==> src/hw/asc_defines.svh <==
`ifndef ASC_DEFINES_SVH
`define ASC_DEFINES_SVH
// control byte field positions
`define ASC_CB_START      7
`define ASC_CB_SEL_HI     6
`define ASC_CB_SEL_LO     4
`define ASC_CB_CLKSRC     3
`define ASC_CB_REFSRC     2
`define ASC_CB_REFPWR     1
`define ASC_CB_PWR        0
// serial clock falling-edge numbers counted from the start bit
`define ASC_FALL_TRACK    4'h4
`define ASC_FALL_HOLD_EXT 4'h6
`define ASC_FALL_HOLD_INT 4'h8
`define ASC_BYTE_BITS     4'h8
// falls after the result MSB before a new start bit is accepted
`define ASC_REHUNT_EXT    4'h2
`define ASC_REHUNT_INT    4'h3
`define ASC_LAST_SHIFT    4'h6
// timing
`define ASC_SYS_CLK_NS    4
`define ASC_INT_CONV_NS   35000
`define ASC_INT_CONV_CYC  (`ASC_INT_CONV_NS / `ASC_SYS_CLK_NS)
// host register map (byte addresses) and reset values
`define ASC_REG_CTRL      8'h00
`define ASC_REG_STATUS    8'h04
`define ASC_REG_RESULT    8'h08
`define ASC_REG_CLKDIV    8'h0C
`define ASC_CLKDIV_RST    16'h00FA
// floor of 64 cycles keeps the serial clock at or below 2 MHz
`define ASC_CLKDIV_MIN    16'h0040
`endif

==> src/hw/asc_pkg.sv <==
package asc_pkg;
  typedef enum logic [2:0] {
    DEV_IDLE     = 3'b000,
    DEV_RX       = 3'b001,
    DEV_EXT_CONV = 3'b010,
    DEV_INT_ARM  = 3'b011,
    DEV_INT_CONV = 3'b100,
    DEV_OUT      = 3'b101
  } asc_dev_state_t;

  typedef enum logic [2:0] {
    HST_IDLE = 3'b000,
    HST_LEAD = 3'b001,
    HST_XFER = 3'b010,
    HST_WAIT = 3'b011,
    HST_TAIL = 3'b100
  } asc_host_state_t;
endpackage : asc_pkg

==> src/hw/asc_link_if.sv <==
interface asc_link_if;
  logic cs_n;
  logic sclk;
  logic din;
  logic dout;
  logic dout_oe;
  wire  dout_wire;

  // a released line reads as the inverse of the last level, so a late sample shows up
  assign dout_wire = dout_oe ? dout : ~dout;

  modport device (
    input  cs_n,
    input  sclk,
    input  din,
    output dout,
    output dout_oe
  );

  modport host (
    output cs_n,
    output sclk,
    output din,
    input  dout_wire
  );
endinterface : asc_link_if

==> src/hw/asc_sync.sv <==
module asc_sync (
  // clock and reset
  input  wire logic sys_clk_in,
  input  wire logic sys_rst_in,
  // async pin
  input  wire logic pin_in,
  // synchronised level and edges
  output logic      level_out,
  output logic      rise_out,
  output logic      fall_out
);
  logic meta_q;
  logic meta_d;
  logic lvl_q;
  logic lvl_d;
  logic prev_q;
  logic prev_d;

  always_comb begin
    meta_d = pin_in;
    lvl_d  = meta_q;
    prev_d = lvl_q;
  end

  always_ff @(posedge sys_clk_in) begin
    if (sys_rst_in) begin
      meta_q <= 1'b0;
      lvl_q  <= 1'b0;
      prev_q <= 1'b0;
    end else begin
      meta_q <= meta_d;
      lvl_q  <= lvl_d;
      prev_q <= prev_d;
    end
  end

  assign level_out = lvl_q;
  assign rise_out  = lvl_q & ~prev_q;
  assign fall_out  = ~lvl_q & prev_q;
endmodule : asc_sync

==> src/hw/asc_device.sv <==
// Notes on behaviour
// - capture one bit each rising clock, select low
// - result leaves MSB first; host samples rising
// - unipolar straight binary, bipolar twos complement
// - output floats when deselected, low on select
// - host clock limits while reading during conversion
// - leading zeros ignored; first one starts byte
// - seven more bits complete the control byte
// - bits six to four select inputs, polarity
// - bit three chooses conversion clock source
// - bit two chooses internal or external reference
// - bit one powers reference; needs bit zero (output here follows bit one alone)
// - bit zero powers converter; both zero off
// - external mode clock kept 50 to 500 kHz; host divider allows any rate up to 2 MHz
// - external: track at fall four, hold six
// - host serial port idles low, mode zero
// - serial clock always shifts data both modes
// - two byte transfers complete one conversion
// - external: MSB at fall eight, then zeros
// - internal: convert from fall eight, 35 us
// - external: deselect aborts, next one restarts
// - selector zero picks half supply input
`include "asc_defines.svh"
module asc_device #(
  parameter int INT_CONV_CYCLES = `ASC_INT_CONV_CYC
) (
  // clock and reset
  input  wire logic       sys_clk_in,
  input  wire logic       sys_rst_in,
  // serial link
  asc_link_if.device      link,
  // analog core
  input  wire logic [7:0] sar_code_in,
  output logic [2:0]      input_select_out,
  output logic            bipolar_out,
  output logic            vdd_half_select_out,
  output logic            conv_clock_source_out,
  output logic            reference_source_out,
  output logic            reference_power_on_out,
  output logic            converter_power_on_out,
  output logic            track_out,
  output logic            converting_out
);
  // raw core code is offset binary; bipolar flips the sign bit
  function automatic logic is_bipolar(input logic [2:0] sel);
    return (sel[2] == 1'b0) && (sel != 3'h0);
  endfunction : is_bipolar

  logic [2:0] pin_lvl;
  logic [2:0] pin_rise;
  logic [2:0] pin_fall;

  // select enters inverted so the synchroniser's reset level reads as deselected;
  // otherwise every reset would be followed by a phantom frame and a driven output
  logic [2:0] pin_raw;
  assign pin_raw = {link.din, link.sclk, ~link.cs_n};

  genvar g;
  generate
    for (g = 0; g < 3; g++) begin : g_sync
      asc_sync u_sync (
        .sys_clk_in (sys_clk_in),
        .sys_rst_in (sys_rst_in),
        .pin_in     (pin_raw[g]),
        .level_out  (pin_lvl[g]),
        .rise_out   (pin_rise[g]),
        .fall_out   (pin_fall[g])
      );
    end
  endgenerate

  logic sel_on;
  logic sclk_up;
  logic sclk_dn;
  logic din_lvl;
  assign sel_on  = pin_lvl[0];
  assign sclk_up = sel_on & pin_rise[1];
  assign sclk_dn = sel_on & pin_fall[1];
  assign din_lvl = pin_lvl[2];

  asc_pkg::asc_dev_state_t st_q, st_d;
  logic [7:0]  rx_q, rx_d;
  logic [3:0]  rxn_q, rxn_d;
  logic [3:0]  fcnt_q, fcnt_d;
  logic [7:0]  cfg_q, cfg_d;
  logic [7:0]  code_q, code_d;
  logic [7:0]  out_q, out_d;
  logic [3:0]  ocnt_q, ocnt_d;
  logic [13:0] tmr_q, tmr_d;
  logic        track_q, track_d;
  logic        conv_q, conv_d;
  logic        oe_q, oe_d;
  logic        bip_q, bip_d;
  logic        vdd_q, vdd_d;

  logic [7:0] byte_new;
  logic [7:0] result;
  logic       ext_mode;
  logic       hunt;
  assign byte_new = {rx_q[6:0], din_lvl};
  assign ext_mode = cfg_q[`ASC_CB_CLKSRC];
  assign result   = is_bipolar(cfg_q[`ASC_CB_SEL_HI:`ASC_CB_SEL_LO]) ?
                    {~code_q[7], code_q[6:0]} : code_q;

  always_comb begin
    st_d    = st_q;
    rx_d    = rx_q;
    rxn_d   = rxn_q;
    fcnt_d  = fcnt_q;
    cfg_d   = cfg_q;
    code_d  = code_q;
    out_d   = out_q;
    ocnt_d  = ocnt_q;
    tmr_d   = tmr_q;
    track_d = track_q;
    conv_d  = conv_q;
    bip_d   = bip_q;
    vdd_d   = vdd_q;
    oe_d    = sel_on;
    // a new start bit may overlap the tail of the previous result
    hunt = (st_q == asc_pkg::DEV_IDLE) ||
           ((st_q == asc_pkg::DEV_OUT) &&
            (ocnt_q >= (ext_mode ? `ASC_REHUNT_EXT : `ASC_REHUNT_INT)));
    if (pin_rise[0] && (st_q == asc_pkg::DEV_IDLE)) begin
      out_d = 8'h00;
    end
    if (sclk_up) begin
      if (st_q == asc_pkg::DEV_RX) begin
        rx_d  = byte_new;
        rxn_d = rxn_q + 4'h1;
        if (rxn_q == (`ASC_BYTE_BITS - 4'h1)) begin
          cfg_d = byte_new;
          bip_d = is_bipolar(byte_new[`ASC_CB_SEL_HI:`ASC_CB_SEL_LO]);
          vdd_d = (byte_new[`ASC_CB_SEL_HI:`ASC_CB_SEL_LO] == 3'h0);
          st_d  = byte_new[`ASC_CB_CLKSRC] ? asc_pkg::DEV_EXT_CONV
                                            : asc_pkg::DEV_INT_ARM;
        end
      end else if (hunt && din_lvl) begin
        st_d   = asc_pkg::DEV_RX;
        rx_d   = 8'h01;
        rxn_d  = 4'h1;
        fcnt_d = 4'h0;
      end
    end
    if (sclk_dn) begin
      if (fcnt_q != 4'hF) begin
        fcnt_d = fcnt_q + 4'h1;
      end
      out_d = {out_q[6:0], 1'b0};
      case (st_q)
        asc_pkg::DEV_RX: begin
          if (fcnt_q == (`ASC_FALL_TRACK - 4'h1)) begin
            track_d = 1'b1;
          end
          // bit three sits at rx_q[1] once six bits are in
          if ((fcnt_q == (`ASC_FALL_HOLD_EXT - 4'h1)) && rx_q[1]) begin
            track_d = 1'b0;
            conv_d  = 1'b1;
            code_d  = sar_code_in;
          end
        end
        asc_pkg::DEV_EXT_CONV: begin
          out_d  = result;
          ocnt_d = 4'h0;
          st_d   = asc_pkg::DEV_OUT;
        end
        asc_pkg::DEV_INT_ARM: begin
          track_d = 1'b0;
          conv_d  = 1'b1;
          code_d  = sar_code_in;
          tmr_d   = 14'h0000;
          st_d    = asc_pkg::DEV_INT_CONV;
        end
        asc_pkg::DEV_OUT: begin
          ocnt_d = ocnt_q + 4'h1;
          if (ocnt_q == `ASC_LAST_SHIFT) begin
            conv_d = 1'b0;
            st_d   = asc_pkg::DEV_IDLE;
          end
        end
        default: begin
        end
      endcase
    end
    // internal conversion runs on its own timer, select or not
    if (st_q == asc_pkg::DEV_INT_CONV) begin
      tmr_d = tmr_q + 14'h0001;
      if (tmr_q == 14'(INT_CONV_CYCLES - 1)) begin
        out_d  = result;
        ocnt_d = 4'h0;
        conv_d = 1'b0;
        st_d   = asc_pkg::DEV_OUT;
      end
    end
    if (pin_fall[0] && (st_q != asc_pkg::DEV_INT_CONV)) begin
      st_d    = asc_pkg::DEV_IDLE;
      conv_d  = 1'b0;
      track_d = 1'b0;
    end
  end

  always_ff @(posedge sys_clk_in) begin
    if (sys_rst_in) begin
      st_q    <= asc_pkg::DEV_IDLE;
      rx_q    <= 8'h00;
      rxn_q   <= 4'h0;
      fcnt_q  <= 4'h0;
      cfg_q   <= 8'h00;
      code_q  <= 8'h00;
      out_q   <= 8'h00;
      ocnt_q  <= 4'h0;
      tmr_q   <= 14'h0000;
      track_q <= 1'b0;
      conv_q  <= 1'b0;
      oe_q    <= 1'b0;
      bip_q   <= 1'b0;
      vdd_q   <= 1'b0;
    end else begin
      st_q    <= st_d;
      rx_q    <= rx_d;
      rxn_q   <= rxn_d;
      fcnt_q  <= fcnt_d;
      cfg_q   <= cfg_d;
      code_q  <= code_d;
      out_q   <= out_d;
      ocnt_q  <= ocnt_d;
      tmr_q   <= tmr_d;
      track_q <= track_d;
      conv_q  <= conv_d;
      oe_q    <= oe_d;
      bip_q   <= bip_d;
      vdd_q   <= vdd_d;
    end
  end

  assign link.dout              = out_q[7];
  assign link.dout_oe           = oe_q;
  assign input_select_out       = cfg_q[`ASC_CB_SEL_HI:`ASC_CB_SEL_LO];
  assign bipolar_out            = bip_q;
  assign vdd_half_select_out    = vdd_q;
  assign conv_clock_source_out  = cfg_q[`ASC_CB_CLKSRC];
  assign reference_source_out   = cfg_q[`ASC_CB_REFSRC];
  assign reference_power_on_out = cfg_q[`ASC_CB_REFPWR];
  assign converter_power_on_out = cfg_q[`ASC_CB_PWR];
  assign track_out              = track_q;
  assign converting_out         = conv_q;
endmodule : asc_device

==> src/flat_wrapper.sv <==
// flat-port wrapper written by rule: the top's interface ports become plain ports
module asc_device_flat 
#(
  parameter int INT_CONV_CYCLES = `ASC_INT_CONV_CYC
)
  (sys_clk_in, sys_rst_in, sar_code_in, input_select_out, bipolar_out, vdd_half_select_out, conv_clock_source_out, reference_source_out, reference_power_on_out, converter_power_on_out, track_out, converting_out, link_cs_n, link_sclk, link_din, link_dout, link_dout_oe);
  asc_link_if link_i ();
  input  wire logic sys_clk_in;
  input  wire logic sys_rst_in;
  input  wire logic [7:0] sar_code_in;
  output logic [2:0] input_select_out;
  output logic bipolar_out;
  output logic vdd_half_select_out;
  output logic conv_clock_source_out;
  output logic reference_source_out;
  output logic reference_power_on_out;
  output logic converter_power_on_out;
  output logic track_out;
  output logic converting_out;
  input wire logic [$bits(link_i.cs_n)-1:0] link_cs_n;
  input wire logic [$bits(link_i.sclk)-1:0] link_sclk;
  input wire logic [$bits(link_i.din)-1:0] link_din;
  output wire logic [$bits(link_i.dout)-1:0] link_dout;
  output wire logic [$bits(link_i.dout_oe)-1:0] link_dout_oe;
  assign link_i.cs_n = link_cs_n;
  assign link_i.sclk = link_sclk;
  assign link_i.din = link_din;
  assign link_dout = link_i.dout;
  assign link_dout_oe = link_i.dout_oe;
  asc_device #(.INT_CONV_CYCLES(INT_CONV_CYCLES)) u_core (.sys_clk_in(sys_clk_in), .sys_rst_in(sys_rst_in), .link(link_i), .sar_code_in(sar_code_in), .input_select_out(input_select_out), .bipolar_out(bipolar_out), .vdd_half_select_out(vdd_half_select_out), .conv_clock_source_out(conv_clock_source_out), .reference_source_out(reference_source_out), .reference_power_on_out(reference_power_on_out), .converter_power_on_out(converter_power_on_out), .track_out(track_out), .converting_out(converting_out));
endmodule
==> config.mk <==
export PLATFORM = sky130hd
export DESIGN_NAME = asc_device_flat
export DESIGN_NICKNAME = d
export VERILOG_FILES = /design/src/hw/asc_pkg.sv /design/src/hw/asc_link_if.sv /design/src/hw/asc_sync.sv /design/src/hw/asc_device.sv /design/src/flat_wrapper.sv
export VERILOG_INCLUDE_DIRS = /design/src /design/src/hw
export SDC_FILE = /design/constraint.sdc
export NUM_CORES = 1
export LEC_CHECK = 0
export BUFFER_PORTS_ARGS = -buffer_cell sky130_fd_sc_hd__buf_2
export CORE_AREA = 2 2 117 119
export CTS_CLUSTER_DIAMETER = 100
export DETAILED_ROUTE_END_ITERATION = 8
export DIE_AREA = 0 0 119 121
export GPL_ROUTABILITY_DRIVEN = 0
export PLACE_DENSITY_LB_ADDON = 0.15
export SYNTH_ARGS = -nofsm -noshare
export SYNTH_HDL_FRONTEND = slang
export SYNTH_SLANG_ARGS = --single-unit
==> constraint.sdc <==
create_clock -name sys_clk_in -period 2.3 [get_ports sys_clk_in]
set_input_delay 0.23 -clock sys_clk_in [delete_from_list [all_inputs] [get_ports sys_clk_in]]
set_output_delay 0.23 -clock sys_clk_in [all_outputs]
set_load 0.01 [all_outputs]
# [Yosys cells after proc, flatten, opt, wreduce, memory -nomap -nowiden]
# Index checks and enable logic that the tools add are counted.
[op_classes] n_reduce_logical=22 add_sub_neg=4 bitwise_logic=14 magnitude_cmp=1 eq_ne=14 mux=44
[op_table] op="8-bit 2-to-1 mux" count=7
[op_table] op="14-bit 2-to-1 mux" count=3
[op_table] op="4-bit 2-to-1 mux" count=10
[op_table] op="3-bit 2-to-1 mux" count=8
[op_table] op="8-bit one-hot mux with 2 select lines" count=1
[op_table] op="14-bit by 1-bit adder with 14-bit output, second input constant" count=1
[op_table] op="14-bit == test, second input constant" count=1
[op_table] op="4-bit by 1-bit adder with 4-bit output, second input constant" count=3
[op_table] op="4-bit by 3-bit == test with 1-bit output, second input constant" count=3
[op_table] op="6-bit 2-to-1 mux" count=2
[op_table] op="1-bit 2-to-1 mux" count=9
[op_table] op="3-bit one-hot mux with 3 select lines" count=1
[op_table] op="3-bit AND reduction" count=3
[op_table] op="1-bit inverter" count=8
[op_table] op="4-bit one-hot mux with 2 select lines" count=1
[op_table] op="2-bit nonzero test" count=4
[op_table] op="1-bit logical AND" count=7
[op_table] op="1-bit bitwise AND" count=6
[op_table] op="3-bit by 2-bit == test with 1-bit output, second input constant" count=2
[op_table] op="3-bit == test, second input constant" count=2
[op_table] op="3-bit logical NOT" count=2
[op_table] op="3-bit != test, second input constant" count=2
[op_table] op="3-bit nonzero test" count=2
[op_table] op="4-bit by 2-bit == test with 1-bit output, second input constant" count=1
[op_table] op="other kinds (9)" count=10
[totals] regBits=70 input_bits=13 elab_cells=120 out_inout_bits=13

# [Depth between registers and ports, before layout]
[depth] depth_word=13 ltp_mapped=8 ltp_nobuf=7

# [By module]
# Synthesis repeated with hierarchy kept, for this count alone.
[hier_totals] cells_unflattened=364 hier_area_um2=3311.9
[modules_own_cells] module="asc_device" area_per_inst_um2=3037.9 cells_each=340 seq_area_each_um2=1261.2 n_inst=1
[modules_own_cells] module="asc_sync" area_per_inst_um2=91.3 cells_each=8 seq_area_each_um2=60.1 n_inst=3

# [Least setup slack after synthesis]
# OpenSTA, ideal clock, no wires.
[synth_timing] kind="register -> register" start="register u_core.cfg_q[3]" end="register u_core.rx_q[0]" stages_incl_launch_ff=8 setup_time_ps=115 period_less_slack_ps=1822 required_ps=2185 setup_slack_ps=478 path_buffers=0 arrival_time_ps=1707 cell_sequence="dfxtp_1 > inv_1 > ha_1 > nand2b_1 > a211o_1 > a21oi_2 > nor2_1 > o21a_1"
[synth_via] elab_chain_cells=7
[synth_lines] item="from (decl)" line="asc_device.sv:85" rtl="logic [7:0] cfg_q, cfg_d;"
[synth_lines] item="from (signal assigned)" line="asc_device.sv:223" rtl="cfg_q <= cfg_d;"
[synth_lines] item="1-bit 2-to-1 mux (no source line)"
[synth_lines] item="4-bit >= comparator" line="asc_device.sv:123" rtl="(ocnt_q >= (ext_mode ? `ASC_REHUNT_EXT : `ASC_REHUNT_INT)));"
[synth_lines] item="1-bit logical AND" line="asc_device.sv:122" rtl="((st_q == asc_pkg::DEV_OUT) &&"
[synth_lines] item="1-bit logical OR" line="asc_device.sv:121" rtl="hunt = (st_q == asc_pkg::DEV_IDLE) ||"
[synth_lines] item="1-bit logical AND" line="asc_device.sv:138" rtl="end else if (hunt && din_lvl) begin"
[synth_lines] item="2-bit nonzero test (no source line)"
[synth_lines] item="2-bit AND reduction (no source line)"
[synth_lines] item="to (signal assigned)" line="asc_device.sv:220" rtl="rx_q <= rx_d;"
[synth_lines] item="to (decl)" line="asc_device.sv:82" rtl="logic [7:0] rx_q, rx_d;"
# No other way between the ends.
# A chain may end at the register's enable or synchronous reset.

# [Worst setup path in the final report]
[layout_timing] start="register u_core.ocnt_q[0]" end="register u_core.rx_q[3]"
[layout_via] elab_chain_cells=6
[layout_lines] item="from (decl)" line="asc_device.sv:88" rtl="logic [3:0] ocnt_q, ocnt_d;"
[layout_lines] item="from (signal assigned)" line="asc_device.sv:226" rtl="ocnt_q <= ocnt_d;"
[layout_lines] item="4-bit >= comparator" line="asc_device.sv:123"
[layout_lines] item="1-bit logical AND" line="asc_device.sv:122"
[layout_lines] item="1-bit logical OR" line="asc_device.sv:121"
[layout_lines] item="1-bit logical AND" line="asc_device.sv:138"
[layout_lines] item="2-bit nonzero test (no source line)"
[layout_lines] item="2-bit AND reduction (no source line)"
# No other way between the ends.

==> metrics <==
outcome=complete, no violations; Root Buffer=clkbuf_16; multi-input logic area=0.001718 mm²; final instance area=0.003892 mm²; gr usage total=0.1229; Avg WL per Cell=14.35 µm; final core occ=0.2975; Num CTS Buffers=9; syn_area_per_cell=8.914 µm²; post-route insts no fill=575; required time worst endpoint=2.55 ns; CTS clk-pin slew, worst paths=0.06 ns; CP Data Arrival Time=2.38 ns; initial antenna violation count=0; fin. max-slew vios=0; slew at the pin with the worst max-slew slack=0.6242 ns; antenna-violating nets left=0; VDD IR max=296.7 µV; fraction of layout cells with a size suffix above 1=0.1454; Mapped Area=between 0.003 and 0.004 mm²; unrepaired setup endpoints after global routing=false; CTS tree=built; final hold slack=about 0.047 ns; DP HPWL=5.876 mm; Final min period=2.135 ns; initial DRC count=90; Ports=26; largest net degree at the start of global routing=31; effective utilization at floorplan=0.2473; CTS max path bufs=2; routed vias=2714; Worst Setup Path Type=reg2reg; endpoint class of the critical path=flip-flop; Post-synth EDFFs=0; Routed WL=8.253 mm; power density cells=700.7 mW/mm²; Rel. slew slack=0.5839; DRC viols=0; post-synthesis cell type count=61; Worst setup SP type=flip-flop; # setup viols final=0; clock sink count=70; Seq. cell area=0.001401 mm²; Post-CTS Setup Bufs=0; num rows=42; Post-DP Area=between 0.003 and 0.004 mm²; first-pass GRT wire length=roughly 14 mm; # port buffers=25; vias in the first global route=~2700; LEAKAGE=roughly 1.5 nW; post-DR vias/cell=4.720; FILL cells=1419; Synth Net Count=384; total negative setup slack=0 ns; hold buffers post-CTS=0; PostCTS Resize Cnt=0; core area=0.01309 mm²; Main synth FF type=dfxtp_1; sequential-to-total area share from yosys stat=0.4331; H-tree depth=3; Placed Instances=560; Yosys reg bits=70; first drt pass iteration count=4; Fin. Hold Viols=0; P&R area growth vs syn=20.30%; grt total ovfl=0; CP Max Fanout=7; YS warnings=0; cell count after synthesis=around 360; post-route clock period utilization=0.9283; Min-Delay Path Class=in2reg; Die H=121 µm; maxcap violations=0; nets@finish=416; ys async rst share=0; Die Footprint=0.01440 mm²; Clock Skew=0.006970 ns; Skew-Pair Late Insertion Delay=around 0.33 ns; Peak Freq=~470 MHz; Diodes inserted=0; Die Wd=119 µm
## cell type report
type                    instances  share of cell area
repair buffers                 37             0.05529
inverters                       9            0.008679
well taps                     176             0.05657
clock buffers                  10             0.05882
multi-input cells             268              0.4413
clock inverters                 5             0.01929
flip-flops and latches         70              0.3600
## Yosys cell counts (all sizes together), types with 3 or more instances
| library cell | n | area (µm²) |
|---|---|---|
| nand3 | 11 | 55.05 |
| ha | 8 | 100.1 |
| nor3 | 8 | 40.04 |
| o21ai | 11 | 55.05 |
| a22o | 6 | 52.55 |
| and2 | 8 | 50.05 |
| nor2 | 48 | 180.2 |
| clkbuf | 9 | 33.78 |
| nor2b | 13 | 81.33 |
| nor3b | 5 | 48.80 |
| dfxtp | 70 | 1401 |
| o31ai | 5 | 37.54 |
| buf | 7 | 48.79 |
| a21oi | 24 | 123.9 |
| a31oi | 5 | 31.28 |
| xor2 | 4 | 35.03 |
| nand4 | 8 | 50.05 |
| a211oi | 5 | 37.54 |
| mux2i | 14 | 140.1 |
| a311oi | 3 | 26.28 |
| o2111ai | 3 | 26.28 |
| o21a | 3 | 22.52 |
| nand2 | 25 | 93.84 |
| or3 | 4 | 25.02 |
| o211ai | 6 | 45.04 |
| inv | 8 | 30.03 |
| nand3b | 3 | 22.52 |
| a22oi | 4 | 30.03 |
## through the flow
stage / worst slack, ns / power (mW)
2_1_floorplan: 0.4783 / 1.276
3_3_place_gp: 0.3122 / 1.303
3_5_place_dp: 0.1937 / 1.303
4_1_cts: 0.1698 / 2.783
5_1_grt: 0.008461 / 2.837
6_report: 0.1648 / 2.727
## cells in the final DEF, fill, tap and decap left out, types with 9 or more instances in the layout
master     instances
a21oi_1           23
buf_2             25
buf_4             12
clkbuf_16          9
dfxtp_1           70
mux2i_1           14
nand2_1           25
nand3_1           11
nor2_1            48
nor2b_1           13
o21ai_0           10
## final timing paths
kind | from | end | slack [ns] | cells past startpoint
min | link_cs_n | u_core.g_sync[0].u_sync.lvl_d | 0.05 | 2
max reg2reg | u_core.ocnt_q[0] | u_core.rx_q[3] | 0.16 | 7
min reg2reg | u_core.g_sync[1].u_sync.lvl_d | u_core.g_sync[1].u_sync.level_out | 0.43 | 1
max | u_core.ocnt_q[0] | u_core.rx_q[3] | 0.16 | 7
## state kept, by name, summed over array words and instances, names as in the netlist, 4 cells and up
signal         count
u_core.cfg_q       7
u_core.fcnt_q      4
u_core.code_q      8
u_core.ocnt_q      4
u_core.tmr_q      14
u_core.out_q       8
u_core.rxn_q       4
u_core.rx_q        6
## where the power goes
part / switching (mW) / internal (mW) / leakage (nW)
Clock: 0.515 / 0.937 / 0.152
Sequential: 0.00513 / 1.22 / 0.565
Combinational: 0.0329 / 0.0175 / 0.796
Total: 0.554 / 2.17 / 1.51
## critical path, cell delays in order (launching register included)
cell and delay, ns:
dfxtp_1 0.38, inv_1 0.10, ha_1 0.27, nand2b_1 0.14, a211o_1 0.34, a21oi_2 0.36, nor2_1 0.20, o31ai_1 0.26
## kinds of logic (layout without fill, tap and decap cells)
| logic type | after synthesis | count (layout) | share of synthesized area |
|---|---|---|---|
| DFF | 70 | 70 | 0.4331 |
| and+or+nand+nor | 152 | 152 | 0.2521 |
| muxes | 16 | 16 | 0.05027 |
| AOI/OAI and AO/OA | 86 | 86 | 0.1814 |
| adders and majority gates | 8 | 8 | 0.03094 |
| buffers and inverters | 25 | 61 | 0.03596 |
| xor gates and xnor gates | 6 | 6 | 0.01624 |
## layer usage
layer  wire length [µm]  GRT usage  part of all wire  vias up
li1                   -          -                 -     1380
met1               4168     0.1635              0.51     1292
met2               3747     0.1918              0.45       32
met3                232    0.03430             0.028       10
met4                104    0.04092             0.013        0
met5                  0          0                 0        -
Note: power is estimated with default switching activity, not from simulation.
